<file path="config.mk">
export PLATFORM = sky130hd
export DESIGN_NAME = ccl_top
export DESIGN_NICKNAME = d
export VERILOG_FILES = /design/src/hdl/ccl_pkg.sv /design/src/hdl/ccl_sync.sv /design/src/hdl/ccl_top.sv
export VERILOG_INCLUDE_DIRS = /design/src /design/src/hdl
export SDC_FILE = /design/constraint.sdc
export NUM_CORES = 1
export LEC_CHECK = 0
export BUFFER_PORTS_ARGS = -buffer_cell sky130_fd_sc_hd__buf_2
export CORE_ASPECT_RATIO = 1.2
export CORE_UTILIZATION = 50
export DETAILED_ROUTE_END_ITERATION = 16
export PLACE_DENSITY = 0.9
export SLEW_MARGIN = 20
export SYNTH_ARGS = -nofsm -noshare
export SYNTH_HDL_FRONTEND = slang
export SYNTH_SLANG_ARGS = --single-unit
</file>
<file path="constraint.sdc">
create_clock -name SYS_CLK_IN -period 2.9 [get_ports SYS_CLK_IN]
set_input_delay 0.725 -clock SYS_CLK_IN [delete_from_list [all_inputs] [get_ports SYS_CLK_IN]]
set_output_delay 0.725 -clock SYS_CLK_IN [all_outputs]
set_load 0.01 [all_outputs]
</file>
<file path="src/hdl/ccl_cfg.svh">
// Offsets, field positions and reset values of the comparator control block.
`ifndef CCL_CFG_SVH
`define CCL_CFG_SVH
// ----------------------------------------------------------------------------
// Register byte addresses
// ----------------------------------------------------------------------------
`define CCL_ADR_CTRL_STATUS 4'h0
`define CCL_ADR_CONV_B 4'h4
`define CCL_ADR_DIN_DIS 4'h8
`define CCL_ADR_CONV_SIDE 4'hC
// ----------------------------------------------------------------------------
// Control and status register bits
// ----------------------------------------------------------------------------
`define CCL_CS_DISABLE 7
`define CCL_CS_IREF 6
`define CCL_CS_OUT 5
`define CCL_CS_FLAG 4
`define CCL_CS_IRQ_EN 3
`define CCL_CS_CAPTURE 2
`define CCL_CS_MODE_HI 1
`define CCL_CS_MODE_LO 0
// ----------------------------------------------------------------------------
// Converter control B, side and pin disable register fields
// ----------------------------------------------------------------------------
`define CCL_CB_MUX_EN 6
`define CCL_CB_DIV_HI 5
`define CCL_CB_DIV_LO 4
`define CCL_CB_RSVD 3
`define CCL_SIDE_CONV_EN 7
`define CCL_SIDE_REFSEL_HI 6
`define CCL_SIDE_REFSEL_LO 5
`define CCL_SIDE_CHAN_HI 4
`define CCL_SIDE_CHAN_LO 0
`define CCL_DIS_POS 7
`define CCL_DIS_NEG 6
// ----------------------------------------------------------------------------
// Codes and reset values
// ----------------------------------------------------------------------------
`define CCL_CHAN_LAST 5'h0_00A
`define CCL_REFSEL_INTERNAL 2'h3
`define CCL_RESET_BYTE 8'h00
`define CCL_BYTE_W 8
`endif

</file>
<file path="src/hdl/ccl_pkg.sv">
// Types shared by the comparator control block.
package ccl_pkg;
    // Event selection of the interrupt-mode field.
    typedef enum logic [1:0] {
        CCL_MODE_TOGGLE = 2'h0,
        CCL_MODE_RSVD = 2'h1,
        CCL_MODE_FALL = 2'h2,
        CCL_MODE_RISE = 2'h3
    } ccl_mode_e;

    // Bus slave answer states, one-hot.
    typedef enum logic [1:0] {
        CCL_BUS_IDLE = 2'b01,
        CCL_BUS_ACK = 2'b10
    } ccl_bus_e;
endpackage : ccl_pkg

</file>
<file path="src/hdl/ccl_sync.sv">
// Two-flop synchroniser for a bundle of asynchronous levels.
`timescale 1ns/100ps
module ccl_sync #(
    parameter int WIDTH = 1
) (
    input wire logic SYS_CLK_IN,
    input wire logic RST_IN,
    input wire logic [WIDTH-1:0] ASYNC_IN,
    output logic [WIDTH-1:0] SYNC_OUT
);
    // ------------------------------------------------------------------------
    // Synchroniser chain
    // ------------------------------------------------------------------------
    logic [WIDTH-1:0] meta;

    // The first stage is read only by the second, so metastability stays here.
    always_ff @(posedge SYS_CLK_IN or posedge RST_IN) begin
        if (RST_IN) begin
            meta <= '0;
            SYNC_OUT <= '0;
        end else begin
            meta <= ASYNC_IN;
            SYNC_OUT <= meta;
        end
    end
endmodule : ccl_sync

</file>
<file path="src/hdl/ccl_top.sv">
// Comparator control logic: input selection, sync, event flag, Wishbone regs.
// Behaviour
// - Mux enable and converter off selects channel
// - Otherwise dedicated positive pin feeds positive input
// - Channel codes 0..10 valid; others unusable
// - Internal reference select chooses negative input source
// - Division field picks full, half, quarter, eighth
// - Disable bit powers comparator off anytime
// - Comparator result synchronised, read-only status bit
// - Flag set on selected synchronised event
// - Flag cleared by vector or writing one
// - Request needs flag, enable and global enable
// - Mode field: toggle, falling, rising; 01 reserved
// - Capture enable routes output to capture
// - Pin disable bits kill buffer, read zero
//
// Design decisions made here: the address map and the Wishbone interface to the registers.
`timescale 1ns/100ps
`include "ccl_cfg.svh"
module ccl_top
    import ccl_pkg::*;
#(
    parameter int CHAN_W = 5
) (
    input wire logic SYS_CLK_IN,
    input wire logic RST_IN,
    // Wishbone classic slave.
    input wire logic WB_CYC_IN,
    input wire logic WB_STB_IN,
    input wire logic WB_WE_IN,
    input wire logic [3:0] WB_ADR_IN,
    input wire logic [3:0] WB_SEL_IN,
    input wire logic [31:0] WB_DAT_IN,
    output logic [31:0] WB_DAT_OUT,
    output logic WB_ACK_OUT,
    // Analog core and pins.
    input wire logic CMP_RAW_IN,
    input wire logic POS_PIN_DIG_IN,
    input wire logic NEG_PIN_DIG_IN,
    input wire logic GLOBAL_IRQ_EN_IN,
    input wire logic IRQ_VECTOR_IN,
    output logic CMP_POWER_OFF_OUT,
    output logic POS_FROM_MUX_OUT,
    output logic [CHAN_W-1:0] POS_CHANNEL_OUT,
    output logic NEG_FROM_IREF_OUT,
    output logic [1:0] IREF_DIVIDE_OUT,
    output logic IREF_VALID_OUT,
    output logic CAPTURE_SRC_OUT,
    output logic CAPTURE_ROUTE_OUT,
    output logic POS_BUF_OFF_OUT,
    output logic NEG_BUF_OFF_OUT,
    output logic POS_PIN_READ_OUT,
    output logic NEG_PIN_READ_OUT,
    output logic IRQ_OUT
);
    // ------------------------------------------------------------------------
    // State
    // ------------------------------------------------------------------------
    typedef struct packed {
        ccl_bus_e bus;
        logic [31:0] rdata;
        logic [7:0] ctrl;
        logic [7:0] conv_b;
        logic [7:0] din_dis;
        logic conv_en;
        logic [1:0] ref_sel;
        logic [CHAN_W-1:0] chan;
        logic cmp_prev;
        logic flag;
    } ccl_state_s;

    ccl_state_s cur;
    ccl_state_s next_st;
    logic [2:0] sync_out;
    logic cmp_sync;
    logic pos_sync;
    logic neg_sync;
    logic ev_toggle;
    logic ev_rise;
    logic ev_fall;
    logic ev_hit;
    logic wr_ok;
    logic acc;
    logic [7:0] wbyte;
    logic [7:0] side_rd;
    ccl_mode_e mode;

    // ------------------------------------------------------------------------
    // Synchronisers
    // ------------------------------------------------------------------------
    // Comparator and both pin buffers are asynchronous; one bank covers them.
    ccl_sync #(
        .WIDTH(3)
    ) u_sync (
        .SYS_CLK_IN(SYS_CLK_IN),
        .RST_IN(RST_IN),
        .ASYNC_IN({NEG_PIN_DIG_IN, POS_PIN_DIG_IN, CMP_RAW_IN}),
        .SYNC_OUT(sync_out)
    );

    // A powered-off comparator is read as low so stale levels raise no event.
    assign cmp_sync = sync_out[0] & ~cur.ctrl[`CCL_CS_DISABLE];
    assign pos_sync = sync_out[1];
    assign neg_sync = sync_out[2];

    // ------------------------------------------------------------------------
    // Event detection
    // ------------------------------------------------------------------------
    // Compare against last cycle's synced value.
    assign ev_toggle = cmp_sync ^ cur.cmp_prev;
    assign ev_rise = cmp_sync & ~cur.cmp_prev;
    assign ev_fall = ~cmp_sync & cur.cmp_prev;
    assign mode = ccl_mode_e'(cur.ctrl[`CCL_CS_MODE_HI:`CCL_CS_MODE_LO]);

    // The reserved mode raises nothing.
    always_comb begin
        case (mode)
            CCL_MODE_TOGGLE: ev_hit = ev_toggle;
            CCL_MODE_FALL: ev_hit = ev_fall;
            CCL_MODE_RISE: ev_hit = ev_rise;
            default: ev_hit = 1'b0;
        endcase
    end

    // ------------------------------------------------------------------------
    // Bus decode
    // ------------------------------------------------------------------------
    // Only the low byte lane carries register data; other lanes are ignored.
    assign acc = WB_CYC_IN & WB_STB_IN & (cur.bus == CCL_BUS_IDLE);
    assign wr_ok = acc & WB_WE_IN & WB_SEL_IN[0];
    assign wbyte = WB_DAT_IN[7:0];
    assign side_rd = {cur.conv_en, cur.ref_sel, cur.chan};

    // ------------------------------------------------------------------------
    // Next state
    // ------------------------------------------------------------------------
    always_comb begin
        next_st = cur;
        next_st.cmp_prev = cmp_sync;
        // Answer takes one cycle; ack drops the cycle after it is given.
        case (cur.bus)
            CCL_BUS_IDLE: begin
                if (acc) begin
                    next_st.bus = CCL_BUS_ACK;
                end
            end
            CCL_BUS_ACK: begin
                next_st.bus = CCL_BUS_IDLE;
            end
            default: begin
                next_st.bus = CCL_BUS_IDLE;
            end
        endcase
        // Read data is latched with the request; unmapped addresses read zero.
        if (acc && !WB_WE_IN) begin
            case (WB_ADR_IN)
                `CCL_ADR_CTRL_STATUS: begin
                    next_st.rdata = {24'h0000_00, cur.ctrl[7:6], cmp_sync, cur.flag,
                        cur.ctrl[3:0]};
                end
                `CCL_ADR_CONV_B: next_st.rdata = {24'h0000_00, cur.conv_b};
                `CCL_ADR_DIN_DIS: next_st.rdata = {24'h0000_00, cur.din_dis};
                `CCL_ADR_CONV_SIDE: next_st.rdata = {24'h0000_00, side_rd};
                default: next_st.rdata = 32'h0000_0000;
            endcase
        end
        // Register writes; the output bit stays read only.
        if (wr_ok) begin
            case (WB_ADR_IN)
                `CCL_ADR_CTRL_STATUS: begin
                    // Disable, reference select and mode are taken any time.
                    next_st.ctrl = {wbyte[7:6], 1'b0, 1'b0, wbyte[3:0]};
                end
                `CCL_ADR_CONV_B: begin
                    next_st.conv_b = wbyte;
                    next_st.conv_b[`CCL_CB_RSVD] = 1'b0;
                end
                `CCL_ADR_DIN_DIS: next_st.din_dis = wbyte;
                `CCL_ADR_CONV_SIDE: begin
                    next_st.conv_en = wbyte[`CCL_SIDE_CONV_EN];
                    next_st.ref_sel = wbyte[`CCL_SIDE_REFSEL_HI:`CCL_SIDE_REFSEL_LO];
                    next_st.chan = wbyte[`CCL_SIDE_CHAN_HI:`CCL_SIDE_CHAN_LO];
                end
                default: begin
                    next_st.ctrl = cur.ctrl;
                end
            endcase
        end
        // Flag clear by vector or write-one; a new event in the same cycle wins.
        if (IRQ_VECTOR_IN) begin
            next_st.flag = 1'b0;
        end
        if (wr_ok && WB_ADR_IN == `CCL_ADR_CTRL_STATUS && wbyte[`CCL_CS_FLAG]) begin
            next_st.flag = 1'b0;
        end
        if (ev_hit) begin
            next_st.flag = 1'b1;
        end
    end

    // ------------------------------------------------------------------------
    // State register
    // ------------------------------------------------------------------------
    always_ff @(posedge SYS_CLK_IN or posedge RST_IN) begin
        if (RST_IN) begin
            cur.bus <= CCL_BUS_IDLE;
            cur.rdata <= 32'h0000_0000;
            cur.ctrl <= `CCL_RESET_BYTE;
            cur.conv_b <= `CCL_RESET_BYTE;
            cur.din_dis <= `CCL_RESET_BYTE;
            cur.conv_en <= 1'b0;
            cur.ref_sel <= 2'h0;
            cur.chan <= '0;
            cur.cmp_prev <= 1'b0;
            cur.flag <= 1'b0;
        end else begin
            cur <= next_st;
        end
    end

    // ------------------------------------------------------------------------
    // Outputs
    // ------------------------------------------------------------------------
    assign WB_ACK_OUT = (cur.bus == CCL_BUS_ACK);
    assign WB_DAT_OUT = cur.rdata;

    // Converter channel feeds the positive input only with the converter off.
    assign POS_FROM_MUX_OUT = cur.conv_b[`CCL_CB_MUX_EN] & ~cur.conv_en;
    // Codes above the last channel are forwarded as-is; software avoids them.
    assign POS_CHANNEL_OUT = cur.chan;
    assign NEG_FROM_IREF_OUT = cur.ctrl[`CCL_CS_IREF];
    // Division code passes straight through: 00 full, 01 half, 10 quarter, 11 eighth.
    assign IREF_DIVIDE_OUT = cur.conv_b[`CCL_CB_DIV_HI:`CCL_CB_DIV_LO];
    assign IREF_VALID_OUT = cur.ctrl[`CCL_CS_IREF]
        & (cur.ref_sel == `CCL_REFSEL_INTERNAL);
    assign CMP_POWER_OFF_OUT = cur.ctrl[`CCL_CS_DISABLE];
    // No path exists to the capture logic while routing is off.
    assign CAPTURE_ROUTE_OUT = cur.ctrl[`CCL_CS_CAPTURE];
    assign CAPTURE_SRC_OUT = cmp_sync & cur.ctrl[`CCL_CS_CAPTURE];
    assign POS_BUF_OFF_OUT = cur.din_dis[`CCL_DIS_POS];
    assign NEG_BUF_OFF_OUT = cur.din_dis[`CCL_DIS_NEG];
    assign POS_PIN_READ_OUT = pos_sync & ~cur.din_dis[`CCL_DIS_POS];
    assign NEG_PIN_READ_OUT = neg_sync & ~cur.din_dis[`CCL_DIS_NEG];
    // Clearing the enable blocks the request at once.
    assign IRQ_OUT = cur.flag & cur.ctrl[`CCL_CS_IRQ_EN] & GLOBAL_IRQ_EN_IN;
endmodule : ccl_top

</file>
==> flow_summary.yaml, run 1 <==
status:
  status: "completed"
power_and_ir_drop:
  ir_drop_mv: 0.3313
  p_leak_nw: 1.403
  power.density_nw_per_um2: 534.2
  power_w: 0.001375
global_routing:
  antenna_found_initial: 0
  grt_use_total_pct: 18.20
  grt_pass1_vias: 1388
  grt_max_degree: 48
  grt_pass1_wl_um: 6686
  gr-total-overflow: 0
cells_and_area:
  final_util_pct: 58.63
  nets: 260
  n_antenna_cell: 0
  area_delta_synth_final_pct: 9.526
  fin_cells: 265
  drive_gt1_share_pct: 49.76
logic_synthesis:
  synth_top_cell_area_share_pct: 48.96
  synth-simple-area-share_pct: 7.504
  synth-seq-cells: 47
  syn_area_um2: 2351
  synth_top_family_by_area: "multiplexers"
  ys_top_cells_by_count: "dfrtp_1, buf_4, mux2_2, a22o_1"
  ys_seq_area_share_pct: 50.08
  yosys-top-cells-area: "dfrtp_1, buf_4, mux2_2, mux4_2, mux2_4"
  synth_compound_area_share_pct: 3.779
  yosysMostFrequentCell: "dfrtp_1"
  synth_cell_types: 33
  synth_top_area_cell: "dfrtp_1"
  synth_xor_area_share_pct: 0
  synthAdderAreaFrac_pct: 1.064
  synth_cells: 169
  avgSynthCellArea_um2: 13.91
  synth_flop_cell: "dfrtp_1"
  synth_edf_count: 0
  ys.warnings.count: 0
  async_reset_ff_share_pct: 100.0
  synth.mux.area_fraction_pct: 22.62
worst_setup_path:
  start_kind: "register"
  path_cells: "nor2b_1, and2_1, buf_2"
  cp.arrival_ns: 1.37
  slowest_delay_ns: 0.41
  endpoint_kind: "primary output"
  critical_path_class: "register to primary output"
  cp_top_family: "simple AND/OR/NAND/NOR gates"
  r2r_slack_ns: 0.90
  crit_fanout: 5
  cp_slowest_cell: "dfrtp_1"
  critPathBufInv: 1
  cp.required_ns: 2.17
clock_tree:
  post-cts-setup-buffers: 0
  cts_buffers: 5
  cts_max_level: 2
  clk_pin_slew_worst_paths_ns: 0.08
  holdBufCountCts: 0
  cts_buffer_depth: 2
  root_buffer: "clkbuf_8"
  clk_latency_ns: 0.30
  cts_resized: 0
  cts_tree: "yes"
  clock_sinks: 47
route:
  via_count: 1345
  wl_um: 4079
  drtPass1Iterations: 4
  drc_errors: 0
  via_per_inst: 5.075
  ant_nets: 0
  wl_per_cell_um: 15.39
  drt_iter0_drc: 25
sta:
  slew_violations: 0
  fmax_ghz: 0.4783
  clock_skew_ns: 0.006439
  worst_slew_pin_slew_ns: 0.5755
  relSlewSlack_pct: 61.63
  setup_tns_ns: 0
  period_needed_ns: 2.091
  hold_viol: 0
  finalSetupViolCount: 0
  fin_crit_sh_pct: 72.10
  rsz0062_at_grt: "no"
floorplan:
  core_area_um2: 4392
  die_width_um: 64.60
  die_area_um2: 4981
  fp.dieH_um: 77.12
  initial_core_util_pct: 53.53
  io_pins: 101
  rows: 26
placed_design:
  portBuffers: 49
  dp_hpwl_um: 3029
  place_congestion: 0.8040
  placedCellCount: 257
min_path:
  hp-class: "register to register"
run:
  drv_cap: 0
registers in the layout, summed over array words and instances (netlist names):
| signal | count |
|---|---|
| u_sync.meta | 3 |
| POS_BUF_OFF_OUT | 1 |
| POS_CHANNEL_OUT | 5 |
| CAPTURE_ROUTE_OUT | 1 |
| cur | 21 |
| NEG_FROM_IREF_OUT | 1 |
| NEG_BUF_OFF_OUT | 1 |
| CMP_POWER_OFF_OUT | 1 |
| u_sync.SYNC_OUT | 3 |
| IREF_DIVIDE_OUT | 2 |
| WB_DAT_OUT | 8 |
cell families after synthesis:
| kind of cell | after synthesis |
|---|---|
| multiplexers | 38 |
| flip-flops | 47 |
| buffers and inverters | 50 |
| AND/OR/NAND/NOR | 20 |
| other | 1 |
| adder cells (fa/ha/maj) | 2 |
| AO/OA/AOI/OAI | 11 |
final timing paths:
kind,startpoint,to,depth (start not counted)
max reg2reg,cur[66]$_DFFE_PP1P_,cur[20]$_DFFE_PP0P_,3
min in group asynchronous,RST_IN,u_sync.SYNC_OUT[1]$_DFF_PP0_,3
min reg2reg,u_sync.meta[1]$_DFF_PP0_,u_sync.SYNC_OUT[1]$_DFF_PP0_,0
max in group asynchronous,RST_IN,WB_DAT_OUT[3]$_DFFE_PP0P_,3
min,u_sync.meta[1]$_DFF_PP0_,u_sync.SYNC_OUT[1]$_DFF_PP0_,0
max,CMP_POWER_OFF_OUT$_DFFE_PP0P_,CAPTURE_SRC_OUT,3
per-layer routing:
metal | vias to the layer above | GRT usage [%] | routed length (µm)
li1 | 612 | - | -
met1 | 665 | 22.18 | 1697
met2 | 62 | 31.68 | 2114
met3 | 6 | 4.613 | 226
met4 | 0 | 4.667 | 40
met5 | - | 0 | 0
cell type report:
type / instances / area [µm²]
Multi-Input combinational cell: 95 / 912.1
Timing Repair Buffer: 53 / 275.3
Inverter: 6 / 22.52
Tap cell: 56 / 70.07
Clock inverter: 2 / 35.03
Fill cell: 379 / 1817
Clock buffer: 6 / 82.58
Sequential cell: 47 / 1177
power breakdown:
part / total [W] / internal (W) / switching [W]
Clock: 0.000491 / 0.000279 / 0.000212
Sequential: 0.000721 / 0.000695 / 0.0000263
Combinational: 0.000163 / 0.0000786 / 0.0000849
through the flow:
step | instance area, µm² | setup slack, ns | hold slack [ns]
detailed placement | 2457 | 0.5401 | 0.3378
global route | 2575 | 0.7080 | 0.3687
floorplan | 2437 | 0.8969 | 0.3312
CTS | 2575 | 0.7943 | 0.3611
finish | 2575 | 0.8092 | 0.3611
global placement | 2457 | 0.5497 | 0.3314
cells in the final DEF, fill, tap and decap left out, types with 4 or more instances in the layout:
cell,count
inv_1,5
clkbuf_8,6
a22o_1,8
conb_1,24
mux4_2,7
dfrtp_1,46
mux2_2,23
buf_2,49
mux2_4,7
buf_4,4
nor2b_1,4
Note: power is estimated with default switching activity, not from simulation.
==> run 2: changes to the inputs <==
CORE_UTILIZATION = 47   (was 50)
PLACE_DENSITY = 0.86   (was 0.9)
clock period = 2 ns   (was 2.9 ns; I/O delays follow)
==> run 2 against run 1 <==
  * Sequential share of layout area is 0.85 points lower
  * First-iteration DRC count up 8.0%
  * Largest cell class unchanged
  * Clock skew fell by 0.0017 ns
  * Utilization shrank 2.8 points
  * Register-to-register slack worse by 0.72 ns
  * Wire length decreased by 1.4%
  * Power rose by 39%
  * Via count shrank 0.15%
  * Cell count rose by 3.8%
  * Worst setup slack got worse by 0.64 ns
  * Sequential power is 44% higher
==> flow_summary.yaml, run 2 (synthesis results as in run 1) <==
status:
  status: "completed"
clock_tree:
  root_buffer: "clkbuf_8"
  holdBufCountCts: 0
  post-cts-setup-buffers: 0
  clk_pin_slew_worst_paths_ns: 0.08
  cts_resized: 0
  cts_tree: "yes"
  cts_max_level: 2
  cts_buffer_depth: 2
  cts_buffers: 5
  clock_sinks: 47
  clk_latency_ns: 0.30
global_routing:
  antenna_found_initial: 0
  use_met1_pct: 21.93
  grt_use_total_pct: 17.11
  met3_usage_pct: 3.429
  grt_pass1_wl_um: 6444
  grt_use_met2_pct: 27.88
  grt_pass1_vias: 1314
  grt_max_degree: 48
  gr-total-overflow: 0
  busiest_layer: "met2"
floorplan:
  rows: 27
  initial_core_util_pct: 50.07
  io_pins: 101
  core_area_um2: 4696
  die_area_um2: 5290
  fp.dieH_um: 79.48
  die_width_um: 66.57
power_and_ir_drop:
  p_leak_nw: 1.427
  ir_drop_mv: 0.5486
  power.density_nw_per_um2: 727.4
  power_w: 0.001909
worst_setup_path:
  crit_fanout: 5
  start_kind: "register"
  cp.arrival_ns: 1.33
  cp.required_ns: 1.50
  critical_path_class: "register to primary output"
  endpoint_kind: "primary output"
cells_and_area:
  fin_cells: 275
  final_cell_mix: "buf_2, dfrtp_1, conb_1"
  drive_gt1_share_pct: 51.61
  regMostFlops: "cur"
  largest_reg_flops: 21
  n_antenna_cell: 0
  area_delta_synth_final_pct: 11.60
  fillerInstances: 393
  layout_commonest_cell: "buf_2"
  nets: 268
sta:
  relSlewSlack_pct: 61.91
  setup_tns_ns: 0
  hold_viol: 0
  finalSetupViolCount: 0
  period_needed_ns: 1.827
  rsz0062_at_grt: "no"
  fin_crit_sh_pct: 91.36
  worst_slack_ns: 0.1729
  clock_skew_ns: 0.004738
  slew_violations: 0
  fmax_ghz: 0.5473
  worst_slew_pin_slew_ns: 0.5714
placed_design:
  placedCellCount: 267
  post-place-ws_ns: 0.04116
  place_congestion: 0.8221
  portBuffers: 49
  dp_hpwl_um: 3047
route:
  drt_iter0_drc: 27
  via_per_inst: 4.884
  wl_um: 4021
  wl_per_cell_um: 14.62
  drc_errors: 0
  drtPass1Iterations: 4
  ant_nets: 0
  via_count: 1343
run:
  drv_cap: 0
min_path:
  hp-class: "input port to register"
-- run 2: cell type report --
cell class | instances | area (µm²) | area share (%)
Timing Repair Buffer | 61 | 335.3 | 12.78
Inverter | 6 | 22.52 | 0.8584
Sequential cell | 47 | 1177 | 44.87
Tap cell | 58 | 72.57 | 2.766
Clock buffer | 7 | 96.34 | 3.672
Multi-Input combinational cell | 95 | 912.1 | 34.76
Clock inverter | 1 | 7.507 | 0.2861
-- run 2: metrics by stage --
stage          utilization [%]  area (µm²)  hold WS (ns)
6_report                 55.88        2624        0.2964
5_1_grt                  55.88        2624        0.2806
4_1_cts                  55.88        2624        0.2892
3_5_place_dp             53.66        2520        0.3372
3_3_place_gp             53.66        2520        0.3314
2_1_floorplan                -        2437        0.3312
-- run 2: worst paths after layout --
kind / startpoint / cells after the start / slack (ns) / endpoint
max: CMP_POWER_OFF_OUT$_DFFE_PP0P_ / 3 / 0.17 / CAPTURE_SRC_OUT
min: CMP_RAW_IN / 1 / 0.30 / u_sync.meta[0]$_DFF_PP0_
max reg2reg: cur[66]$_DFFE_PP1P_ / 4 / 0.18 / cur[25]$_DFFE_PP0P_
min reg2reg: u_sync.meta[1]$_DFF_PP0_ / 0 / 0.36 / u_sync.SYNC_OUT[1]$_DFF_PP0_
max in group asynchronous: RST_IN / 3 / 1.29 / WB_DAT_OUT[0]$_DFFE_PP0P_
min in group asynchronous: RST_IN / 3 / 0.32 / u_sync.meta[0]$_DFF_PP0_
-- run 2: layer usage --
layer	share of wire, %	up-vias
met5	0	-
met4	1.6	0
met3	5.0	9
met2	52	55
met1	41	654
li1	-	625
-- run 2: power by group --
part	internal, W	switching (W)
Sequential	0.00101	0.0000369
Combinational	0.000119	0.000123
Clock	0.000314	0.000308
Total	0.00144	0.000468
-- run 2: critical path: stages (launching register included) --
cell and delay [ns]:
dfrtp_1 0.41, nor2b_1 0.32, and2_1 0.17, buf_2 0.12
